==> src/logic/aiamc_pkg.sv <==
`default_nettype none

// Shared constants of the per-axis mode configuration block.
package aiamc_pkg;
	// Mode register selector values on the write port.
	localparam logic SEL_MODE2 = 1'h0;
	localparam logic SEL_MODE3 = 1'h1;
	// Reset values.
	localparam logic [15:0] MODE_RESET = 16'h0000;
	localparam logic [3:0] AXIS_SEL_RESET = 4'h1;
	// Limit, pulse and encoder mode register field positions.
	localparam int B_SOFT_PLUS_EN = 0;
	localparam int B_SOFT_MINUS_EN = 1;
	localparam int B_HARD_STOP_TYPE = 2;
	localparam int B_HARD_PLUS_POL = 3;
	localparam int B_HARD_MINUS_POL = 4;
	localparam int B_COMPARE_SRC = 5;
	localparam int B_PULSE_TYPE = 6;
	localparam int B_PULSE_POL = 7;
	localparam int B_DIR_POL = 8;
	localparam int B_ENC_TYPE = 9;
	localparam int B_QDIV_LO = 10;
	localparam int B_QDIV_HI = 11;
	localparam int B_ALARM_POL = 12;
	localparam int B_ALARM_EN = 13;
	localparam int B_INPOS_POL = 14;
	localparam int B_INPOS_EN = 15;
	// Acceleration and output mode register field positions.
	localparam int B_MANUAL_DECEL = 0;
	localparam int B_SEP_DECEL = 1;
	localparam int B_SCURVE = 2;
	localparam int B_EXTOP_LO = 3;
	localparam int B_EXTOP_HI = 4;
	localparam int B_STATUS_OUT_SEL = 7;
	localparam int B_GPO_LO = 8;
	localparam int B_GPO_HI = 11;
	// Bits software must keep at zero in the acceleration register.
	localparam logic [15:0] MODE3_ZERO_MASK = 16'hF060;
	// Quadrature division codes.
	localparam logic [1:0] QDIV_1 = 2'h0;
	localparam logic [1:0] QDIV_2 = 2'h1;
	localparam logic [1:0] QDIV_4 = 2'h2;
	// External operation modes.
	typedef enum logic [1:0] {
		AIAMC_EXT_OFF = 2'b00,
		AIAMC_EXT_CONT = 2'b01,
		AIAMC_EXT_FIXED = 2'b10,
		AIAMC_EXT_MPG = 2'b11
	} aiamc_ext_e;
endpackage : aiamc_pkg

`default_nettype wire

==> src/logic/aiamc_axis_mode.sv <==
// Operation
// - Per-axis mode copies, written to selected axes.
// - Plus soft limit decelerates, flags, refuses plus.
// - Minus soft limit decelerates, flags, refuses minus.
// - Hard limit stops sudden or decelerating.
// - Hard limit inputs have polarity bits.
// - Compare source logical or real counter.
// - Two-pulse type splits directions over pins.
// - Pulse-direction type: pulses plus direction pin.
// - Pulse polarity positive or negative logic.
// - Direction pin level follows polarity bit.
// - Quadrature decoding counts up when A leads.
// - Up/down input counts on rising edges.
// - Quadrature division one, half, quarter.
// - Enabled servo alarm flags and stops driving.
// - In-position holds driving flag until active.
// - Limit/pulse/encoder register resets to zero.
// - Automatic or manual deceleration selection.
// - Symmetric or separate deceleration rate.
// - Trapezoidal or S-curve profile selection.
// - External input operation mode decoding.
// - Acceleration register resets zero, reserved zero.
`default_nettype none

module aiamc_axis_mode
	import aiamc_pkg::*;
#(
	parameter int AXES = 4,
	parameter int POS_W = 32
) (
	input wire logic clock, // System clock.
	input wire logic rst, // Asynchronous reset, active high.
	input wire logic axis_select_command, // No-operation select strobe.
	input wire logic [AXES-1:0] sel_axes, // Axes named by the select.
	input wire logic wr_en, // Mode register write strobe.
	input wire logic wr_reg_sel, // 0 limit/pulse, 1 accel register.
	input wire logic [15:0] wr_data, // Mode register write data.
	input wire logic error_clear, // Clears the error status flags.
	input wire logic [AXES-1:0][POS_W-1:0] logical_pos, // Logical counts.
	input wire logic [AXES-1:0][POS_W-1:0] comp_plus, // Plus compare.
	input wire logic [AXES-1:0][POS_W-1:0] comp_minus, // Minus compare.
	input wire logic [AXES-1:0] drive_busy, // Pulse generator running.
	input wire logic [AXES-1:0] drive_dir_minus, // 1 while driving minus.
	input wire logic [AXES-1:0] drive_pulse, // Raw pulse, high active.
	input wire logic [AXES-1:0] drive_cmd_plus, // Plus drive command.
	input wire logic [AXES-1:0] drive_cmd_minus, // Minus drive command.
	input wire logic [AXES-1:0] hard_limit_plus_in, // Plus limit pin.
	input wire logic [AXES-1:0] hard_limit_minus_in, // Minus limit pin.
	input wire logic [AXES-1:0] servo_alarm_in, // Servo alarm pin.
	input wire logic [AXES-1:0] in_position_in, // In-position pin.
	input wire logic [AXES-1:0] encoder_a_in, // Encoder A or up pin.
	input wire logic [AXES-1:0] encoder_b_in, // Encoder B or down pin.
	input wire logic [AXES-1:0] external_plus_in, // External plus pin.
	input wire logic [AXES-1:0] external_minus_in, // External minus pin.
	output logic [AXES-1:0] pulse_plus_out, // Plus or pulse pin.
	output logic [AXES-1:0] pulse_minus_or_dir_out, // Minus or dir pin.
	output logic [AXES-1:0][POS_W-1:0] real_pos, // Real position counts.
	output logic [AXES-1:0] drive_start_plus, // Accepted plus command.
	output logic [AXES-1:0] drive_start_minus, // Accepted minus command.
	output logic [AXES-1:0] decel_stop, // Decelerating stop request.
	output logic [AXES-1:0] sudden_stop, // Immediate stop request.
	output logic [AXES-1:0] soft_limit_plus_flag, // Plus soft limit hit.
	output logic [AXES-1:0] soft_limit_minus_flag, // Minus soft limit hit.
	output logic [AXES-1:0] alarm_flag, // Servo alarm seen.
	output logic [AXES-1:0] axis_driving_flag, // Drive status per axis.
	output logic [AXES-1:0] manual_decel_sel, // 1 manual deceleration.
	output logic [AXES-1:0] separate_decel_rate_sel, // 1 non-symmetric.
	output logic [AXES-1:0] scurve_profile_sel, // 1 S-curve profile.
	output logic [AXES-1:0][1:0] external_operation_mode, // External mode.
	output logic [AXES-1:0] status_output_sel, // Status output select.
	output logic [AXES-1:0][3:0] general_out, // General output levels.
	output logic [AXES-1:0] ext_cont_plus, // External continuous plus.
	output logic [AXES-1:0] ext_cont_minus, // External continuous minus.
	output logic [AXES-1:0] ext_fixed_plus, // External fixed plus start.
	output logic [AXES-1:0] ext_fixed_minus // External fixed minus start.
);

	logic [AXES-1:0] axis_sel_reg; // Axes that receive writes.
	logic [15:0] mode2_reg [AXES]; // Limit, pulse and encoder mode.
	logic [15:0] mode3_reg [AXES]; // Acceleration and output mode.
	logic [AXES-1:0] enc_a_prev_reg; // Previous encoder A level.
	logic [AXES-1:0] enc_b_prev_reg; // Previous encoder B level.
	logic [AXES-1:0] ext_plus_prev_reg; // Previous external plus level.
	logic [AXES-1:0] ext_minus_prev_reg; // Previous external minus level.
	logic [AXES-1:0] busy_prev_reg; // Previous drive busy level.
	logic [AXES-1:0] over_plus; // Compared position above plus value.
	logic [AXES-1:0] under_minus; // Compared position below minus value.
	logic [AXES-1:0] hard_act; // Either hard limit input active.
	logic [AXES-1:0] alarm_act; // Enabled alarm input active.

	// Turns an input pin into an active flag using its polarity bit.
	function automatic logic active_level(input logic pin, input logic pol);
		return pol ? pin : ~pin;
	endfunction : active_level

	// Returns the counter step for one sample of the encoder inputs.
	function automatic logic [POS_W-1:0] enc_step(input logic a,
			input logic b, input logic pa, input logic pb,
			input logic updn, input logic [1:0] div);
		logic ea;
		logic eb;
		logic up;
		logic cnt;
		ea = a ^ pa;
		eb = b ^ pb;
		up = 1'b0;
		cnt = 1'b0;
		if (updn) begin
			// Up/down pulses count on rising edges only; both cancel.
			up = a & ~pa;
			cnt = (a & ~pa) ^ (b & ~pb);
		end else if (ea && !eb) begin
			// An A edge counts up when A now differs from B.
			up = a ^ b;
			cnt = (div == QDIV_1) || (div == QDIV_2) ||
				((div == QDIV_4) && a);
		end else if (eb && !ea) begin
			// A B edge counts up when B now matches A.
			up = ~(a ^ b);
			cnt = (div == QDIV_1);
		end
		if (!cnt) begin
			return '0;
		end else if (up) begin
			return POS_W'(1);
		end
		return '1;
	endfunction : enc_step

	// Remembers which axes the last select command named.
	always_ff @(posedge clock or posedge rst) begin
		if (rst) begin
			axis_sel_reg <= AXES'(AXIS_SEL_RESET);
		end else if (axis_select_command) begin
			axis_sel_reg <= sel_axes;
		end
	end

	// Stores mode writes in the copy of every selected axis.
	always_ff @(posedge clock or posedge rst) begin
		if (rst) begin
			for (int i = 0; i < AXES; i++) begin
				mode2_reg[i] <= MODE_RESET;
				mode3_reg[i] <= MODE_RESET;
			end
		end else if (wr_en) begin
			for (int i = 0; i < AXES; i++) begin
				if (axis_sel_reg[i] && wr_reg_sel == SEL_MODE2) begin
					mode2_reg[i] <= wr_data;
				end else if (axis_sel_reg[i]) begin
					mode3_reg[i] <= wr_data & ~MODE3_ZERO_MASK;
				end
			end
		end
	end

	// Compare results and active input levels per axis.
	always_comb begin
		for (int i = 0; i < AXES; i++) begin
			logic [POS_W-1:0] pos;
			pos = mode2_reg[i][B_COMPARE_SRC] ? real_pos[i] :
				logical_pos[i];
			over_plus[i] = $signed(pos) > $signed(comp_plus[i]);
			under_minus[i] = $signed(pos) < $signed(comp_minus[i]);
			hard_act[i] = active_level(hard_limit_plus_in[i],
				mode2_reg[i][B_HARD_PLUS_POL]) ||
				active_level(hard_limit_minus_in[i],
				mode2_reg[i][B_HARD_MINUS_POL]);
			alarm_act[i] = mode2_reg[i][B_ALARM_EN] &&
				active_level(servo_alarm_in[i],
				mode2_reg[i][B_ALARM_POL]);
		end
	end

	// Encoder sampling and the real position counter.
	always_ff @(posedge clock or posedge rst) begin
		if (rst) begin
			enc_a_prev_reg <= '0;
			enc_b_prev_reg <= '0;
			real_pos <= '0;
		end else begin
			enc_a_prev_reg <= encoder_a_in;
			enc_b_prev_reg <= encoder_b_in;
			for (int i = 0; i < AXES; i++) begin
				real_pos[i] <= real_pos[i] + enc_step(encoder_a_in[i],
					encoder_b_in[i], enc_a_prev_reg[i], enc_b_prev_reg[i],
					mode2_reg[i][B_ENC_TYPE],
					mode2_reg[i][B_QDIV_HI:B_QDIV_LO]);
			end
		end
	end

	// Error flags: hardware sets win over a clear in the same cycle.
	always_ff @(posedge clock or posedge rst) begin
		if (rst) begin
			soft_limit_plus_flag <= '0;
			soft_limit_minus_flag <= '0;
			alarm_flag <= '0;
		end else begin
			for (int i = 0; i < AXES; i++) begin
				if (mode2_reg[i][B_SOFT_PLUS_EN] && over_plus[i]) begin
					soft_limit_plus_flag[i] <= 1'b1;
				end else if (error_clear || !mode2_reg[i][B_SOFT_PLUS_EN]) begin
					soft_limit_plus_flag[i] <= 1'b0;
				end
				if (mode2_reg[i][B_SOFT_MINUS_EN] && under_minus[i]) begin
					soft_limit_minus_flag[i] <= 1'b1;
				end else if (error_clear || !mode2_reg[i][B_SOFT_MINUS_EN]) begin
					soft_limit_minus_flag[i] <= 1'b0;
				end
				if (alarm_act[i]) begin
					alarm_flag[i] <= 1'b1;
				end else if (error_clear) begin
					alarm_flag[i] <= 1'b0;
				end
			end
		end
	end

	// Passes drive commands on unless that direction's soft limit flag is set.
	always_ff @(posedge clock or posedge rst) begin
		if (rst) begin
			drive_start_plus <= '0;
			drive_start_minus <= '0;
		end else begin
			drive_start_plus <= drive_cmd_plus & ~soft_limit_plus_flag;
			drive_start_minus <= drive_cmd_minus & ~soft_limit_minus_flag;
		end
	end

	// Stop requests to the pulse generator while it drives.
	always_ff @(posedge clock or posedge rst) begin
		if (rst) begin
			decel_stop <= '0;
			sudden_stop <= '0;
		end else begin
			for (int i = 0; i < AXES; i++) begin
				decel_stop[i] <= drive_busy[i] && (
					(mode2_reg[i][B_SOFT_PLUS_EN] && over_plus[i] &&
					!drive_dir_minus[i]) ||
					(mode2_reg[i][B_SOFT_MINUS_EN] && under_minus[i] &&
					drive_dir_minus[i]) ||
					(hard_act[i] && mode2_reg[i][B_HARD_STOP_TYPE]));
				sudden_stop[i] <= drive_busy[i] && ((hard_act[i] &&
					!mode2_reg[i][B_HARD_STOP_TYPE]) || alarm_act[i]);
			end
		end
	end

	// Drive pulse pin formatting for both output types.
	always_ff @(posedge clock or posedge rst) begin
		if (rst) begin
			pulse_plus_out <= '0;
			pulse_minus_or_dir_out <= '0;
		end else begin
			for (int i = 0; i < AXES; i++) begin
				if (mode2_reg[i][B_PULSE_TYPE]) begin
					pulse_plus_out[i] <= drive_pulse[i] ^
						mode2_reg[i][B_PULSE_POL];
					pulse_minus_or_dir_out[i] <= drive_dir_minus[i] ^
						mode2_reg[i][B_DIR_POL];
				end else begin
					pulse_plus_out[i] <= (drive_pulse[i] &&
						!drive_dir_minus[i]) ^ mode2_reg[i][B_PULSE_POL];
					pulse_minus_or_dir_out[i] <= (drive_pulse[i] &&
						drive_dir_minus[i]) ^ mode2_reg[i][B_PULSE_POL];
				end
			end
		end
	end

	// Drive status stays set after pulsing until in-position arrives.
	always_ff @(posedge clock or posedge rst) begin
		if (rst) begin
			busy_prev_reg <= '0;
			axis_driving_flag <= '0;
		end else begin
			busy_prev_reg <= drive_busy;
			for (int i = 0; i < AXES; i++) begin
				if (drive_busy[i]) begin
					axis_driving_flag[i] <= 1'b1;
				end else if (!mode2_reg[i][B_INPOS_EN] ||
						active_level(in_position_in[i],
						mode2_reg[i][B_INPOS_POL])) begin
					axis_driving_flag[i] <= 1'b0;
				end
			end
		end
	end

	// Profile selections and external input decoding.
	always_ff @(posedge clock or posedge rst) begin
		if (rst) begin
			manual_decel_sel <= '0;
			separate_decel_rate_sel <= '0;
			scurve_profile_sel <= '0;
			external_operation_mode <= '0;
			status_output_sel <= '0;
			general_out <= '0;
			ext_plus_prev_reg <= '1;
			ext_cont_plus <= '0;
			ext_cont_minus <= '0;
			ext_fixed_plus <= '0;
			ext_fixed_minus <= '0;
		end else begin
			ext_plus_prev_reg <= external_plus_in;
			for (int i = 0; i < AXES; i++) begin
				logic fall;
				logic rise;
				logic mfall;
				aiamc_ext_e md;
				fall = ext_plus_prev_reg[i] && !external_plus_in[i];
				mfall = ext_minus_prev_reg[i] && !external_minus_in[i];
				rise = !ext_plus_prev_reg[i] && external_plus_in[i];
				md = aiamc_ext_e'(mode3_reg[i][B_EXTOP_HI:B_EXTOP_LO]);
				manual_decel_sel[i] <= mode3_reg[i][B_MANUAL_DECEL];
				separate_decel_rate_sel[i] <= mode3_reg[i][B_SEP_DECEL];
				scurve_profile_sel[i] <= mode3_reg[i][B_SCURVE];
				external_operation_mode[i] <= md;
				status_output_sel[i] <= mode3_reg[i][B_STATUS_OUT_SEL];
				general_out[i] <= mode3_reg[i][B_GPO_HI:B_GPO_LO];
				ext_cont_plus[i] <= 1'b0;
				ext_cont_minus[i] <= 1'b0;
				ext_fixed_plus[i] <= 1'b0;
				ext_fixed_minus[i] <= 1'b0;
				unique case (md)
					AIAMC_EXT_OFF: begin
					end
					AIAMC_EXT_CONT: begin
						ext_cont_plus[i] <= !external_plus_in[i];
						ext_cont_minus[i] <= !external_minus_in[i];
					end
					AIAMC_EXT_FIXED: begin
						ext_fixed_plus[i] <= fall;
						ext_fixed_minus[i] <= mfall;
					end
					AIAMC_EXT_MPG: begin
						// Plus edges start moves only while minus is held low.
						ext_fixed_plus[i] <= rise && !external_minus_in[i];
						ext_fixed_minus[i] <= fall && !external_minus_in[i];
					end
				endcase
			end
		end
	end

	// Samples the external minus pin for its falling edge.
	always_ff @(posedge clock or posedge rst) begin
		if (rst) begin
			ext_minus_prev_reg <= '1;
		end else begin
			ext_minus_prev_reg <= external_minus_in;
		end
	end
endmodule : aiamc_axis_mode

`default_nettype wire

==> config.mk <==
export PLATFORM = sky130hd
export DESIGN_NAME = aiamc_axis_mode
export DESIGN_NICKNAME = d
export VERILOG_FILES = /design/src/logic/aiamc_pkg.sv /design/src/logic/aiamc_axis_mode.sv
export SDC_FILE = /design/constraint.sdc
export NUM_CORES = 1
export LEC_CHECK = 0
export BUFFER_PORTS_ARGS = -buffer_cell sky130_fd_sc_hd__buf_2
export CORE_AREA = 5 5 263 265
export CTS_CLUSTER_DIAMETER = 150
export DETAILED_ROUTE_END_ITERATION = 10
export DIE_AREA = 0 0 268 270
export GPL_TIMING_DRIVEN = 0
export HOLD_SLACK_MARGIN = 0.15
export PLACE_DENSITY = 0.69
export SLEW_MARGIN = 5
export SYNTH_ARGS = -nofsm -noshare
export SYNTH_HDL_FRONTEND = slang
export SYNTH_SLANG_ARGS = --single-unit
==> constraint.sdc <==
create_clock -name clock -period 31.1 [get_ports clock]
set_clock_uncertainty 0.2 [all_clocks]
set_input_delay 3.11 -clock clock [delete_from_list [all_inputs] [get_ports clock]]
set_output_delay 3.11 -clock clock [all_outputs]
set_load 0.05 [all_outputs]
**Yosys cells after proc, flatten, opt, wreduce, memory -nomap -nowiden**

Index checks and enable logic that the tools add are counted.

- Bits in registers: 348

- $add $sub $neg: 4
- Order comparisons: 8
- Equality and inequality tests: 20
- Multiplexer cells: 117
- Bitwise logic cells: 77
- Reduce and logical (&&, ||, !) cells: 184

Operator list:

| cell | count |
|---|---|
| 32-bit 2-to-1 mux | 16 |
| 32-bit adder | 4 |
| 32-bit > comparator | 4 |
| 32-bit < comparator | 4 |
| 1-bit 2-to-1 mux | 93 |
| 1-bit logical AND | 80 |
| 1-bit zero test | 40 |
| 1-bit logical OR | 36 |
| 1-bit NOT | 33 |
| 2-bit nonzero test | 16 |
| 1-bit XOR | 32 |
| 2-bit == test (second input constant) | 12 |
| 2-bit by 1-bit == test with 1-bit output (second input constant) | 8 |
| 1-bit one-hot mux with 2 select lines | 8 |
| 3-bit AND reduction | 4 |
| 1-bit bitwise AND | 8 |
| 4-bit bitwise AND | 2 |
| 2-bit zero test | 4 |
| 4-bit NOT | 2 |
| 2-bit AND reduction | 4 |

**Longest topological paths before layout**

- Depth in word-level cells: 10
- Mapped depth: 18
- Gate-level depth less buffers: 18

**Least setup slack after synthesis**

OpenSTA, ideal clock, no wires.

- Kind: input -> register
- Start: in encoder_b_in[3]
- End: reg real_pos[124] in the netlist's numbering
- Setup time: 0.080 ns
- Arrival time: 8.565 ns
- Path slack: 22.255 ns
- Stages on the path: 15
- Cell sequence: ha_1 > nor2b_1 > a221oi_1 > a21o_1 > a211oi_1 > ha_1 > a21o_1 > a21o_1 > a221o_1 > a311o_1 > a21o_1 > a221o_2 > a211o_1 > a21oi_2 > xnor2_1

- Longest elaborated chain between the ends: 9
- Elaborated cells on any way between the ends: 19
- Classes of those cells: add/sub: 1; mux: 10; bitwise: 5; reduce/logical: 3

RTL lines:

| what | RTL line | source |
|---|---|---|
| start: declaration | aiamc_axis_mode.sv:52 | `input wire logic [AXES-1:0] encoder_b_in,` |
| 1-bit XOR (on tied branches) | aiamc_axis_mode.sv:105, aiamc_axis_mode.sv:114, aiamc_axis_mode.sv:119 |  |
| 1-bit logical AND, or another cell as far along | aiamc_axis_mode.sv:117 | `end else if (eb && !ea) begin` |
| 1-bit 2-to-1 mux / 1-bit logical AND (equally long branches) | aiamc_axis_mode.sv:117, aiamc_axis_mode.sv:112 |  |
| 1-bit 2-to-1 mux | aiamc_axis_mode.sv:112 | `end else if (ea && !eb) begin` |
| 1-bit 2-to-1 mux | aiamc_axis_mode.sv:108 | `if (updn) begin` |
| 1-bit 2-to-1 mux | aiamc_axis_mode.sv:124 | `end else if (up) begin` |
| 1-bit 2-to-1 mux | aiamc_axis_mode.sv:122 | `if (!cnt) begin` |
| 32-bit 2-to-1 mux * | aiamc_axis_mode.sv:127 | `return '1;` |
| 32-bit adder * | aiamc_axis_mode.sv:185 | `real_pos[i] <= real_pos[i] + enc_step(encoder_a_in[i],` |
| end signal: indexed assignment | aiamc_axis_mode.sv:185 |  |
| end: declaration | aiamc_axis_mode.sv:57 | `output logic [AXES-1:0][POS_W-1:0] real_pos,` |

Every way passes the cells marked *; elsewhere a longest branch is shown, timed or not.
A chain may end at the register's enable or synchronous reset.

**Worst setup path in the final report**

- Start: in encoder_a_in[2]
- End: reg real_pos[95] in the netlist's numbering

- Longest elaborated chain between the ends: 10
- Elaborated cells on any way between the ends: 21
- Classes of those cells: add/sub: 1; mux: 10; bitwise: 5; reduce/logical: 5

RTL lines:

| what | RTL line | source |
|---|---|---|
| start: declaration | aiamc_axis_mode.sv:51 | `input wire logic [AXES-1:0] encoder_a_in,` |
| 1-bit XOR | aiamc_axis_mode.sv:104 | `ea = a ^ pa;` |
| 1-bit zero test | aiamc_axis_mode.sv:117 |  |
| 1-bit logical AND | aiamc_axis_mode.sv:117 |  |
| 1-bit 2-to-1 mux | aiamc_axis_mode.sv:117 |  |
| 1-bit 2-to-1 mux | aiamc_axis_mode.sv:112 |  |
| 1-bit 2-to-1 mux | aiamc_axis_mode.sv:108 |  |
| 1-bit 2-to-1 mux | aiamc_axis_mode.sv:124 |  |
| 1-bit 2-to-1 mux | aiamc_axis_mode.sv:122 |  |
| 32-bit 2-to-1 mux * | aiamc_axis_mode.sv:127 |  |
| 32-bit adder * | aiamc_axis_mode.sv:185 |  |

Marks and branches as above.

==> results.tsv <==
metric	value	unit
highest-count cells in the layout ignoring fill and taps	sky130_fd_sc_hd__buf_2 (683), sky130_fd_sc_hd__ha_1 (384), sky130_fd_sc_hd__inv_1 (339), sky130_fd_sc_hd__dfrtp_1 (339), sky130_fd_sc_hd__mux2_2 (234)	
clock sink total	348	
fraction of the yosys area taken by sequential cells	0.341	
startpoint of the lowest-slack register-to-register path	enc_b_prev_reg[2]$_DFF_PP0_	
number of DRC violations after detailed routing	0	
CP startpoint kind	input pin	
internal power	1.70	mW
largest driver fanout on the critical path	16	
initial antenna violation count	35	
most common cell after layout, fill and taps aside	sky130_fd_sc_hd__buf_2	
Static Leakage	16.8	nW
Hold-fix buffers, CTS	0	
Crit path largest cell delay	0.73	ns
Setup Total Neg Slack	0	ns
Largest delay share family, worst path	compound AO/OA/AOI/OAI gates	
Fillers	6343	
CTS Buffer Depth	3	
Net Switching	1.64	mW
overall die width	268	microns
sum of net half-perimeters after detailed placement	67.7	mm
Critical-path top delay cell	sky130_fd_sc_hd__a211oi_4	
wire length of the first global-routing pass	125	mm
full die area	0.0724	sq mm
worst reg2reg setup slack	25.84	ns
number of warnings reported in the yosys synthesis log	0	
grt total ovfl	0	
cell count of the worst hold path	0	
area of all sequential standard cells	0.00872	sq mm
post-synth design cell area	0.0256	sq mm
Combinational Power Share	0.620	
post-placement cell area	0.0303	sq mm
Least-Margin Pin Slew	0.956	ns
remaining antenna violation count	0	
cell at the root of the clock tree	sky130_fd_sc_hd__clkbuf_16	
placer congestion estimate	0.956	
io pins	686	
Pre-Repair DR Iteration Count	5	
initial cell density of the core	0.384	
Maximum Capacitance Violations	0	
final hold violations	0	
Critical Path RT	31.35	ns
nets in the synthesized netlist	3437	
area occupied by multi-input gates	0.0155	sq mm
Post-Syn Area per Cell	9.89	sq um
post-route fraction of the period consumed by the critical path	0.244	
number of global-route vias before repair	22500	
first-iteration detailed-routing DRC count	978	
std cell rows	95	
count of buffering cells on the critical path with inverters included	1	
Critical R2R Capture	real_pos[95]$_DFF_PP0_	
TritonCTS buffer count	41	
crit-path cells	buf_2 > ha_1 > nor2b_1 > a221oi_1 > a21o_1 > a211oi_4 > ha_1 > a21o_1 > a221o_1 > a2111oi_0 > o211ai_1 > a31oi_2 > nand2_1 > a221oi_2 > nor2_1 > a211oi_1	
Max Transition Viols Final	0	
Post-synth EDFFs	0	
pin count of the biggest net entering global routing	124	
final count of negative-setup-slack endpoints	0	
Post-CTS Setup Inserts	0	
highest clock frequency the design can meet	0.132	GHz
cell area after layout	0.0318	sq mm
wire length per cell after detailed routing	19.4	microns
main flop type after synthesis	sky130_fd_sc_hd__dfrtp_1	
number of levels the H-tree was split into	2	
max FFs per register	128	
Hold EP	general_out[6]$_DFF_PP0_	
total routing usage reported by global routing	0.220	
clock slew at reported path FFs	0.06	ns
worst hold path class	flop to flop	
clock power share	0.151	
fraction of registers with async set/reset	1.00	
Post-Synthesis Cells	2587	
area of the placeable core	0.0666	sq mm
area grow syn2layout	24.2	%
worst-skew pair later-pin latency	0.57	ns
share of total power consumed by net switching	0.491	
unrepaired setup endpoints after global routing	false	
final critical-path required period	7.59	ns
worst hold start	mode3_reg[42]$_DFFE_PP0P_	
endpoint type of the worst setup path	flop	
total wire length	82.5	mm
fin nets	4170	
data arrival time of the critical path	7.84	ns
Yosys cell types	67	
FF+latch count, synth	348	
power per standard cell area	105	mW/mm^2
DR vias	22000	
number of port buffers	683	
result of the run	completed	
Worst R2R Path Depth	16	
worst vdd ir	0.0668	mV
Resized cells post-CTS	0	
Vias/cell	5.18	
TritonCTS clock tree	yes	
share of cells above drive strength 1	0.307	
power share of the sequential group	0.229	
worst rel slew slack	0.363	
Die Height	270	microns
Worst Path Class, Setup	input pin to flop	
-- power groups by stage --
stage               Clock (mW)  Combinational [mW]  Sequential, mW
floorplan                    0                1.19            1.13
global placement             0                2.03           0.771
detailed placement           0                2.07           0.772
CTS                      0.522                2.08           0.766
global route             0.540                2.29           0.783
finish                   0.505                2.08           0.766
-- final cells by class --
class                      instances  area share
timing repair buffer             690       0.112
antenna                           20     0.00158
clock inverter                    20     0.00788
clock buffer                      56      0.0369
inverter                         340      0.0404
tap                              873      0.0344
sequential                       348       0.274
multi-input combinational       1873       0.489
buffer                            26     0.00307
-- metrics by stage --
| stage | util | setup WS (ns) | instances | hold WS, ns | total power, mW |
|---|---|---|---|---|---|
| after detailed placement | 0.455 | 22.99 | 4150 | 0.155 | 2.84 |
| final | 0.477 | 23.51 | 4246 | 0.168 | 3.35 |
| after global placement | 0.452 | 13.71 | 4143 | 0.152 | 2.80 |
| after CTS | 0.477 | 23.60 | 4226 | 0.170 | 3.37 |
| after global routing | 0.477 | 23.23 | 4241 | 0.182 | 3.61 |
| after floorplan | - | 18.15 | 2587 | 0.149 | 2.32 |
-- cell usage after synthesis (8+ instances only) --
master | number | area, sq um
sky130_fd_sc_hd__nand3_1 | 32 | 160
sky130_fd_sc_hd__a21boi_0 | 11 | 82.6
sky130_fd_sc_hd__nand2_1 | 72 | 270
sky130_fd_sc_hd__o21a_1 | 25 | 188
sky130_fd_sc_hd__a21o_1 | 143 | 1070
sky130_fd_sc_hd__nor3b_1 | 11 | 82.6
sky130_fd_sc_hd__nor2b_1 | 65 | 407
sky130_fd_sc_hd__o21ai_0 | 97 | 485
sky130_fd_sc_hd__mux2_2 | 234 | 2640
sky130_fd_sc_hd__dfstp_2 | 9 | 236
sky130_fd_sc_hd__a21oi_1 | 178 | 891
sky130_fd_sc_hd__xnor2_1 | 94 | 823
sky130_fd_sc_hd__a221oi_1 | 11 | 96.3
sky130_fd_sc_hd__xor2_1 | 36 | 315
sky130_fd_sc_hd__clkbuf_1 | 26 | 97.6
sky130_fd_sc_hd__a211oi_1 | 25 | 188
sky130_fd_sc_hd__inv_1 | 340 | 1280
sky130_fd_sc_hd__and4_1 | 8 | 70.1
sky130_fd_sc_hd__nor4_1 | 11 | 68.8
sky130_fd_sc_hd__o211ai_1 | 17 | 128
sky130_fd_sc_hd__dfrtp_1 | 339 | 8480
sky130_fd_sc_hd__ha_1 | 384 | 4800
sky130_fd_sc_hd__o21bai_1 | 29 | 218
sky130_fd_sc_hd__nand4_1 | 60 | 375
sky130_fd_sc_hd__nor3_1 | 22 | 110
sky130_fd_sc_hd__nor2_1 | 116 | 435
sky130_fd_sc_hd__and3_1 | 13 | 81.3
sky130_fd_sc_hd__mux2i_1 | 21 | 210
sky130_fd_sc_hd__nand2b_1 | 25 | 156
sky130_fd_sc_hd__a31oi_1 | 17 | 106
-- how the worst max path moves through the flow --
stage,startpoint,end,cells past startpoint
3_3_place_gp,rst,ext_cont_minus[2]$_DFF_PP0_,2
5_1_grt,encoder_a_in[2],real_pos[95]$_DFF_PP0_,16
3_5_place_dp,encoder_a_in[2],real_pos[95]$_DFF_PP0_,16
6_report,encoder_a_in[2],real_pos[95]$_DFF_PP0_,16
2_1_floorplan,rst,alarm_flag[0]$_DFFE_PP0P_,1
4_1_cts,encoder_a_in[2],real_pos[95]$_DFF_PP0_,16
-- logic make-up (layout without fill, tap and decap cells) --
kind of cell	after synthesis	in the layout	synth area share
AO/OA/AOI/OAI	630	630	0.162
other	0	20	0
XOR/XNOR	130	130	0.0445
AND/OR/NAND/NOR	470	470	0.0963
multiplexers	255	255	0.111
flip-flops	348	348	0.341
buffers and inverters	366	1132	0.0537
adder cells (fa/ha/maj)	388	388	0.191
-- metal layers --
metal | track usage | part of all wire | vias to the layer above
li1 | - | - | 10800
met1 | 0.264 | 0.41 | 10300
met2 | 0.376 | 0.49 | 619
met3 | 0.0496 | 0.064 | 178
met4 | 0.0957 | 0.042 | 18
met5 | 0 | 0.0011 | -
No activity file was read; power rests on OpenSTA's default activity.
